File: config.mk
export PLATFORM = sky130hd
export DESIGN_NAME = hbc_bridge_ctrl
export DESIGN_NICKNAME = d
export VERILOG_FILES = /design/src/rtl/hbc_pkg.sv /design/src/rtl/hbc_sync.sv /design/src/rtl/hbc_bridge_ctrl.sv
export SDC_FILE = /design/constraint.sdc
export NUM_CORES = 1
export LEC_CHECK = 0
export ABC_CLOCK_PERIOD_IN_PS = 3200
export BUFFER_PORTS_ARGS = -buffer_cell sky130_fd_sc_hd__buf_2
export CORE_MARGIN = 2
export CORE_UTILIZATION = 55
export CTS_CLUSTER_SIZE = 25
export DETAILED_ROUTE_END_ITERATION = 12
export PLACE_DENSITY = 0.74
export SYNTH_ARGS = -nofsm -noshare
export SYNTH_HDL_FRONTEND = slang
export SYNTH_SLANG_ARGS = --single-unit
File: constraint.sdc
create_clock -name i_clk -period 3.2 [get_ports i_clk]
set_input_delay 0 -clock i_clk [delete_from_list [all_inputs] [get_ports i_clk]]
set_output_delay 0 -clock i_clk [all_outputs]
set_load 0.03 [all_outputs]
File: src/rtl/hbc_pkg.sv
`default_nettype none
package hbc_pkg;
    // Clock period, in ps
    localparam int unsigned CLK_PERIOD_PS = 8000;
    // Current-limit off time, typical, in ns
    localparam int unsigned OFF_TIME_NS = 20500;
    localparam int unsigned OFF_CYCLES = (OFF_TIME_NS * 1000) / CLK_PERIOD_PS;
    // Blanking time, typical, in ns
    localparam int unsigned BLANK_TIME_NS = 16500;
    localparam int unsigned BLANK_CYCLES = (BLANK_TIME_NS * 1000) / CLK_PERIOD_PS;
    // Timer width covers both counts
    localparam int unsigned TMR_W = 12;
    localparam logic [TMR_W-1:0] TMR_ZERO = 12'h000;
    localparam logic [TMR_W-1:0] OFF_LOAD = TMR_W'(OFF_CYCLES);
    localparam logic [TMR_W-1:0] BLANK_LOAD = TMR_W'(BLANK_CYCLES);
    // Synchroniser stage values after reset
    localparam logic [1:0] SYNC_RST = 2'h0;
    // Latch states
    typedef enum logic [1:0] {
        HBC_RUN = 2'b00,
        HBC_LATCHED = 2'b01,
        HBC_THERM_WAIT = 2'b10
    } hbc_state_type;
endpackage
`default_nettype wire

File: src/rtl/hbc_sync.sv
`default_nettype none
// ------------------------------------------------------------
// Two-stage synchroniser, one per bit
// ------------------------------------------------------------
module hbc_sync #(
    parameter int unsigned W = 8
) (
    input wire logic i_clk,
    input wire logic i_srst,
    input wire logic [W-1:0] i_async,
    output logic [W-1:0] o_sync
);
    import hbc_pkg::*;
    logic [W-1:0] stage1;
    genvar g;
    // First stage feeds only the second
    generate
        for (g = 0; g < W; g++) begin : g_bit
            always_ff @(posedge i_clk) begin
                if (i_srst) begin
                    {stage1[g], o_sync[g]} <= SYNC_RST;
                end else begin
                    stage1[g] <= i_async[g];
                    o_sync[g] <= stage1[g];
                end
            end
        end
    endgenerate
endmodule // hbc_sync
`default_nettype wire

File: src/rtl/hbc_bridge_ctrl.sv
`default_nettype none
// What this block does
// - Enabled, each leg follows its command
// - Equal commands drive both legs equal
// - Any disable tri-states legs, flag low
// - Short or overtemp latches tri-state, flag
// - Latch clears only by disable toggle
// - Undervoltage forces tri-state, flag low
// - Undervoltage recovery resumes automatically
// - Foldback above 160C, latch above 175C
// - Overcurrent turns stage off, no latch
// - Overcurrent during blanking is hard short
// - Fault flag open-drain, active low
// - Disable stops drivers, monitoring continues
// - Clear on disable edge, not level
// - Overcurrent off-time about twenty microseconds
// - Thermal restart only below hysteresis point
module hbc_bridge_ctrl (
    input wire logic i_clk,
    input wire logic i_srst,
    input wire logic i_leg_a_command,
    input wire logic i_leg_b_command,
    input wire logic i_disable_high_active,
    input wire logic i_disable_low_active_n,
    input wire logic i_short_detect,
    input wire logic i_overtemp_detect,
    input wire logic i_temp_above_hyst,
    input wire logic i_undervoltage,
    input wire logic i_overcurrent,
    output logic o_leg_a_output,
    output logic o_leg_a_oe_n,
    output logic o_leg_b_output,
    output logic o_leg_b_oe_n,
    output logic o_fault_flag_n_out,
    output logic o_fault_flag_n_oe_n
);
    import hbc_pkg::*;

    // ------------------------------------------------------------
    // Input synchronisation
    // ------------------------------------------------------------
    logic [8:0] raw_in;
    logic [8:0] syn;
    assign raw_in = {i_leg_a_command, i_leg_b_command, i_disable_high_active,
                     i_disable_low_active_n, i_short_detect, i_overtemp_detect,
                     i_temp_above_hyst, i_undervoltage, i_overcurrent};

    hbc_sync #(.W(9)) hbc_sync_inst (
        .i_clk(i_clk),
        .i_srst(i_srst),
        .i_async(raw_in),
        .o_sync(syn)
    );

    wire cmd_a = syn[8];
    wire cmd_b = syn[7];
    wire dis_hi = syn[6];
    wire dis_lo_n = syn[5];
    wire short_det = syn[4];
    wire ot_det = syn[3];
    wire hot = syn[2];
    wire uv = syn[1];
    wire oc = syn[0];

    // ------------------------------------------------------------
    // Disable edge detection
    // ------------------------------------------------------------
    logic dis_hi_q;
    logic dis_lo_n_q;
    wire clear_edge = (dis_hi_q & ~dis_hi) | (~dis_lo_n_q & dis_lo_n);
    wire disabled = dis_hi | ~dis_lo_n;

    always_ff @(posedge i_clk) begin
        if (i_srst) begin
            dis_hi_q <= 1'b1;
            dis_lo_n_q <= 1'b0;
        end else begin
            dis_hi_q <= dis_hi;
            dis_lo_n_q <= dis_lo_n;
        end
    end

    // ------------------------------------------------------------
    // Latch state machine and timers
    // ------------------------------------------------------------
    hbc_state_type state;
    hbc_state_type next_state;
    logic [TMR_W-1:0] off_tmr;
    logic [TMR_W-1:0] blank_tmr;
    logic drive_q;

    wire blanking = (blank_tmr != TMR_ZERO);
    wire off_active = (off_tmr != TMR_ZERO);
    wire hard_short = oc & blanking & drive_q;
    // latching causes; foldback itself sits in the analog detector
    wire latch_cause = short_det | ot_det | hard_short;

    // State decode; a new fault wins over a clear edge
    always_comb begin
        next_state = state;
        case (state)
            HBC_RUN: begin
                if (latch_cause) begin
                    next_state = HBC_LATCHED;
                end
            end
            HBC_LATCHED: begin
                if (!latch_cause && clear_edge) begin
                    next_state = hot ? HBC_THERM_WAIT : HBC_RUN;
                end
            end
            HBC_THERM_WAIT: begin
                if (latch_cause) begin
                    next_state = HBC_LATCHED;
                end else if (!hot) begin
                    next_state = HBC_RUN;
                end
            end
            default: next_state = HBC_LATCHED;
        endcase
    end

    always_ff @(posedge i_clk) begin
        if (i_srst) begin
            state <= HBC_RUN;
        end else begin
            state <= next_state;
        end
    end

    wire uv_block = uv;
    // gating; flag low when disabled or faulted
    wire fault_any = uv_block | (state != HBC_RUN) | disabled;
    wire drive_en = ~fault_any & ~off_active & ~latch_cause;
    wire oc_trip = drive_en & drive_q & oc & ~blanking;

    always_ff @(posedge i_clk) begin
        if (i_srst) begin
            off_tmr <= TMR_ZERO;
        end else if (oc_trip) begin
            off_tmr <= OFF_LOAD;
        end else if (off_active) begin
            off_tmr <= off_tmr - 12'h001;
        end
    end

    // Blanking restarts at each activation
    always_ff @(posedge i_clk) begin
        if (i_srst) begin
            blank_tmr <= TMR_ZERO;
            drive_q <= 1'b0;
        end else begin
            drive_q <= drive_en;
            if (drive_en && !drive_q) begin
                blank_tmr <= BLANK_LOAD;
            end else if (blanking) begin
                blank_tmr <= blank_tmr - 12'h001;
            end
        end
    end

    // ------------------------------------------------------------
    // Output registers
    // ------------------------------------------------------------
    // legs follow commands; auto-resume via drive_en
    // flag released high via pull-up, pulled low on fault
    always_ff @(posedge i_clk) begin
        if (i_srst) begin
            o_leg_a_output <= 1'b0;
            o_leg_b_output <= 1'b0;
            o_leg_a_oe_n <= 1'b1;
            o_leg_b_oe_n <= 1'b1;
            o_fault_flag_n_out <= 1'b0;
            o_fault_flag_n_oe_n <= 1'b0;
        end else begin
            o_leg_a_output <= cmd_a & drive_en;
            o_leg_b_output <= cmd_b & drive_en;
            o_leg_a_oe_n <= ~drive_en;
            o_leg_b_oe_n <= ~drive_en;
            o_fault_flag_n_out <= 1'b0;
            o_fault_flag_n_oe_n <= ~fault_any;
        end
    end

    // ------------------------------------------------------------
    // Assertions
    // ------------------------------------------------------------
    AST_LEG_FOLLOW: assert property (@(posedge i_clk) disable iff (i_srst)
        drive_en |=> (o_leg_a_output == $past(cmd_a)) && !o_leg_a_oe_n)
        else $error("leg a does not follow command");
    AST_BRAKE_EQ: assert property (@(posedge i_clk) disable iff (i_srst)
        (drive_en && cmd_a == cmd_b) |=> (o_leg_a_output == o_leg_b_output))
        else $error("legs differ on equal commands");
    AST_DISABLE_Z: assert property (@(posedge i_clk) disable iff (i_srst)
        disabled |=> o_leg_a_oe_n && o_leg_b_oe_n && !o_fault_flag_n_oe_n)
        else $error("disable did not tri-state");
    AST_LATCH: assert property (@(posedge i_clk) disable iff (i_srst)
        (state == HBC_RUN && short_det) |=> state == HBC_LATCHED)
        else $error("short not latched");
    AST_STAY: assert property (@(posedge i_clk) disable iff (i_srst)
        (state == HBC_LATCHED && !clear_edge) |=> state == HBC_LATCHED)
        else $error("latch left without edge");
    AST_UV: assert property (@(posedge i_clk) disable iff (i_srst)
        uv |=> o_leg_a_oe_n && o_leg_b_oe_n && !o_fault_flag_n_oe_n)
        else $error("undervoltage did not tri-state");
    AST_OFFTIME: assert property (@(posedge i_clk) disable iff (i_srst)
        oc_trip |=> (off_tmr == OFF_LOAD) ##1 o_leg_a_oe_n [*8])
        else $error("off time not held");
    AST_THERM: assert property (@(posedge i_clk) disable iff (i_srst)
        (state == HBC_THERM_WAIT && hot) |=> state != HBC_RUN)
        else $error("restart while hot");
    COV_RUN: cover property (@(posedge i_clk) drive_en && cmd_a && !cmd_b);
    COV_CLEAR: cover property (@(posedge i_clk) state == HBC_LATCHED ##1 state == HBC_RUN);
    COV_OC: cover property (@(posedge i_clk) oc_trip);
endmodule // hbc_bridge_ctrl
`default_nettype wire

# --- Yosys cells after proc, flatten, opt, wreduce, memory -nomap -nowiden ---
# Index checks and enable logic that the tools add are counted.
word_totals:
  register_bits: 51
  inputBits: 11
  wordCells: 85
op_classes:
  n_addsub: 2
  n_eq_ne: 5
  muxes: 10
  n_bitwise: 25
  reduce_logical: 13
op_table:
  columns: ["cell", "n"]
  rows:
  - ["2-to-1 mux 12 bit", 4]
  - ["nonzero test 12 bit", 2]
  - ["subtractor 12 x 1 -> 12 bit, second input constant", 2]
  - ["bitwise AND 1 bit", 11]
  - ["2-to-1 mux 2 bit", 5]
  - ["inverter 1 bit", 8]
  - ["OR 1 bit", 6]
  - ["case mux 2 bit (3 select lines)", 1]
  - ["nonzero test 2 bit", 3]
  - ["!= test 2 bit, second input constant", 2]
  - ["OR reduction 2 bit", 2]
  - ["!= test 3 bit, second input constant", 1]
  - ["AND reduction 3 bit", 1]
  - ["== test 2 x 1 -> 1 bit, second input constant", 1]
  - ["== test 2 bit, second input constant", 1]
  - ["logical AND 1 bit", 2]
  - ["zero test 1 bit", 2]
  - ["zero test 2 bit", 1]

# --- Logic depth before layout (Yosys ltp) ---
depth:
  depth_word: 10
  ltp_mapped: 8
  depth_no_buf: 8

# --- Cells and area by module ---
# A second synthesis with hierarchy kept.
hier_totals:
  cells_unflattened: 225
  area_unflattened_um2: 2132.0
modules_own_cells:
  columns: ["mod", "n_inst", "cells_per_inst", "area_each_um2", "seq_area_each_um2"]
  rows:
  - ["hbc_bridge_ctrl", 1, 188, 1642.8, 660.6]
  - ["hbc_sync", 1, 37, 489.2, 360.3]

# --- Worst setup path before layout ---
# Ideal clock, no wire load.
synth_path:
  kind: "reg-to-reg"
  from: "reg off_tmr[0]"
  to: "reg blank_tmr[0]"
  arrival_time_ns: 1.660
  required_ns: 3.065
  slack_ns: 1.405
  stages_incl_launch_ff: 7
  path_buffers: 0
  path_cell_list: "dfxtp_1 > inv_1 > ha_1 > nor3b_1 > nand4_1 > o31ai_2 > nor2_1"
synth_between:
  elab_chain_len: 6
synth_lines:
  columns: ["element", "line_no", "rtl"]
  rows:
  - ["start: declaration", "hbc_bridge_ctrl.sv:88", "logic [TMR_W-1:0] off_tmr;"]
  - ["start signal: assignment", "hbc_bridge_ctrl.sv:143", "off_tmr <= off_tmr - 12'h001;"]
  - ["nonzero test 12 bit", "hbc_bridge_ctrl.sv:93", "wire off_active = (off_tmr != TMR_ZERO);"]
  - ["inverter 1 bit", "hbc_bridge_ctrl.sv:134", "wire drive_en = ~fault_any & ~off_active & ~latch_cause;"]
  - ["bitwise AND 1 bit (2 in a row)", "hbc_bridge_ctrl.sv:134", null]
  - ["logical AND 1 bit", "hbc_bridge_ctrl.sv:154", "if (drive_en && !drive_q) begin"]
  - ["OR reduction 2 bit (no source line)", null, null]
  - ["end signal: assignment", "hbc_bridge_ctrl.sv:157", "blank_tmr <= blank_tmr - 12'h001;"]
  - ["end: declaration", "hbc_bridge_ctrl.sv:89", "logic [TMR_W-1:0] blank_tmr;"]
# No other way between the ends.
# A chain may end at the register's enable or synchronous reset.

# --- Worst setup path in the final report ---
layout_path:
  from: "reg off_tmr[0]"
  to: "reg blank_tmr[4]"
# Same word-level chain as after synthesis.

==> metrics.cfg <==
[global_route]
antenna_found_initial = 0
busiest_layer = met2
grt_start_max_net_pins = 32
grt_pass1_vias = 1371
grt_use_met3_pct = 3.65
use_met1_pct = 22.0
overflow = 0
grtUsageTotal_pct = 18.4
grt_pass1_wl_um = 5890
met2_usage_pct = 30.2

[yosys]
syn_avg_cell_area_um2 = 9.49
yosys.area.top_type = dfxtp_1
ys_seq_area_share_pct = 49.8
yosysMostFrequentCell = dfxtp_1
syn_area_mm2 = 0.00205
ys_top_cells_by_count = 51 x dfxtp_1, 19 x a21oi_1, 19 x nor2_1, 19 x nor2b_1, 12 x nand2_1
dominantRegCellSynth = dfxtp_1
synth_top_area_share_pct = 49.8
synthCells = 216
synthArstFlopShare_pct = 0
synth_edf_count = 0
synth-seq-cells = 51
syn_nets = 234
yosysWarnings = 0
yosys.cell_types.count = 42
ys_top_cells_by_area = dfxtp_1 50%, nor2b_1 5.8%, a21oi_1 4.6%

[timing]
period_minus_slack_ns = 2.17
setup_viol = 0
whs_ns = 0.161
drv_slew = 0
finClkSkew_ns = 0.00759
finalSetupTns_ns = 0
final.setup.worst_slack_ns = 1.03
period_share_pct = 67.9
relSlewSlack_pct = 61.0
tightest_slew_ns = 0.581
max_freq_mhz = 460
rsz0062_at_grt = no
hold_viol_final = 0

[route]
drt_wl_total_um = 3440
firstDrtPassIters = 4
drt_iter0_drc = 78
ant_nets = 0
viasPerCell = 5.21
drc = 0
wire_per_inst_um = 11.8
vias = 1516

[placed_design]
gp_congestion = 0.838
portBuffers = 15
place_ws_ns = 1.04
placed_cells = 274
hpwlAfterDp_um = 2340
place_area_mm2 = 0.00216

[cells_and_area]
antenna_cells = 0
area_delta_synth_final_pct = 15.4
fin_cells = 291
fillers = 317
layout-drive-gt1-share_pct = 12.8
fin_nets = 260
final_area_mm2 = 0.00237

[power_and_ir_drop]
power_density_mw_per_mm2 = 890
power.leakage_nw = 0.962
peakVddDrop_v = 0.000380

[critical_path]
critPathKind = register to register
critPathRequiredTime_ns = 3.38
critPathCaptureType = register
slowest_stage = o31ai_2
reg2reg_from = off_tmr[0]
reg2reg_setup_slack_ns = 1.03
cp_cell_sequence = inv_1, ha_1, nor3b_1, nand4_1, o31ai_2, nor2_1
crit_path_max_incr_delay_ns = 0.59
ff2ff_path_depth = 6
start_kind = register
rr_endpoint = blank_tmr[4]
arrival_ns = 2.35
critical_path.max_fanout = 8

[clock_network]
clkTransAtPathRegs_ns = 0.09
cts.path.max_buffers = 2
cts_tree = done
cts_made_buffers = 5
h-tree-depth = 2
cts_setup_buffers = 0
clock-sinks = 51
clock-root-buffer = clkbuf_8
clock_latency_ns = 0.30

[die]
dieArea_mm2 = 0.00423
initial_utilization_pct = 56.4
die_w_um = 65.1
die_y_um = 65.1
row_count = 22
fp.coreArea_mm2 = 0.00363
ios = 17

[worst_hold_path]
hold_path_class = input port to register
whs_endpoint = dis_lo_n_q
holdPathStages = 2
min-delay-start = i_srst

[flow_run]
cap_violations = 0

[outcome]
status = completed

==> metal layers <==
metal	up-vias	routed length, µm
li1	796	-
met1	690	1720
met2	25	1550
met3	5	95
met4	0	76
met5	-	0
==> report_power, final <==
group,switching [mW],internal (mW),total (mW)
Combinational,0.432,0.350,0.782
Clock,0.205,0.253,0.458
Sequential,0.106,0.761,0.867
Total,0.742,1.36,2.11
==> cell type report <==
class	count	area (µm²)	share of cell area [%]
Sequential cell	51	1020	43.1
Multi-Input combinational cell	150	966	40.8
Timing Repair Buffer	24	165	6.98
Clock buffer	6	82.6	3.49
Tap cell	48	60.1	2.54
Inverter	10	37.5	1.59
Clock inverter	2	35.0	1.48
==> flip-flops by register name, summed over array words and instances (netlist names) <==
register and count:
blank_tmr 12, off_tmr 12, hbc_sync_inst.o_sync 9, hbc_sync_inst.stage1 9, state 2, dis_hi_q 1
dis_lo_n_q 1, drive_q 1, o_fault_flag_n_oe_n 1, o_leg_a_output 1, o_leg_b_oe_n 1, o_leg_b_output 1
==> cell usage in the layout (no fill, tap or decap), drive strengths merged, types with 2 or more instances in the layout <==
cell type and n:
dfxtp 51, nor2 19, a21oi 19, nor2b 19, buf 15, nand2 12
inv 10, nor3 10, dlygate4sd3 9, xnor2 7, ha 7, o21ai 6
or3 6, clkbuf 6, or4 6, and3 4, nand3 4, xor2 4
and2 3, nor3b 2, nand4 2, a211oi 2, or2 2, a21o 2
o31ai 2, nor4 2
==> how the worst max path moves through the flow <==
stage	from	endpoint	slack [ns]	depth (start not counted)
2_1_floorplan	off_tmr[0]	blank_tmr[0]	1.41	6
3_3_place_gp	off_tmr[0]	blank_tmr[7]	1.10	6
3_5_place_dp	off_tmr[0]	blank_tmr[5]	1.04	6
4_1_cts	off_tmr[0]	blank_tmr[7]	1.03	6
5_1_grt	off_tmr[0]	blank_tmr[6]	0.83	6
6_report	off_tmr[0]	blank_tmr[4]	1.03	6
==> metrics by stage <==
stage               utilization [%]  total power [mW]
floorplan                         -              1.50
global placement               59.4              1.63
detailed placement             59.4              1.65
CTS                            65.2              2.12
global route                   65.2              2.27
finish                         65.2              2.11
==> critical path: cells and delay by family, from the launching register on <==
kind                       cells  cell delay (ns)
adders and majority gates      1             0.18
DFF                            1             0.32
buffers and inverters          1             0.12
AOI/OAI and AO/OA              1             0.59
and+or+nand+nor                3             0.84
==> repair_timing <==
action,in CTS,in global routing
endpoints found under the setup margin,0,0
endpoints found under the hold margin,9,0
hold buffers,9,0
resized for setup,0,0
==> kinds of logic (layout without fill, tap and decap cells) <==
family                     count (synthesis)  in the layout  synth area share (%)
DFF                                       51             51                  49.8
AOI/OAI and AO/OA                         35             35                  10.3
xor gates and xnor gates                  11             11                  4.70
other                                      1              1                 0.183
muxes                                      1              1                 0.488
buffers and inverters                     15             42                  3.11
adders and majority gates                  7              7                  4.27
and+or+nand+nor                           95             95                  27.2
(Power assumes the default switching activity.)
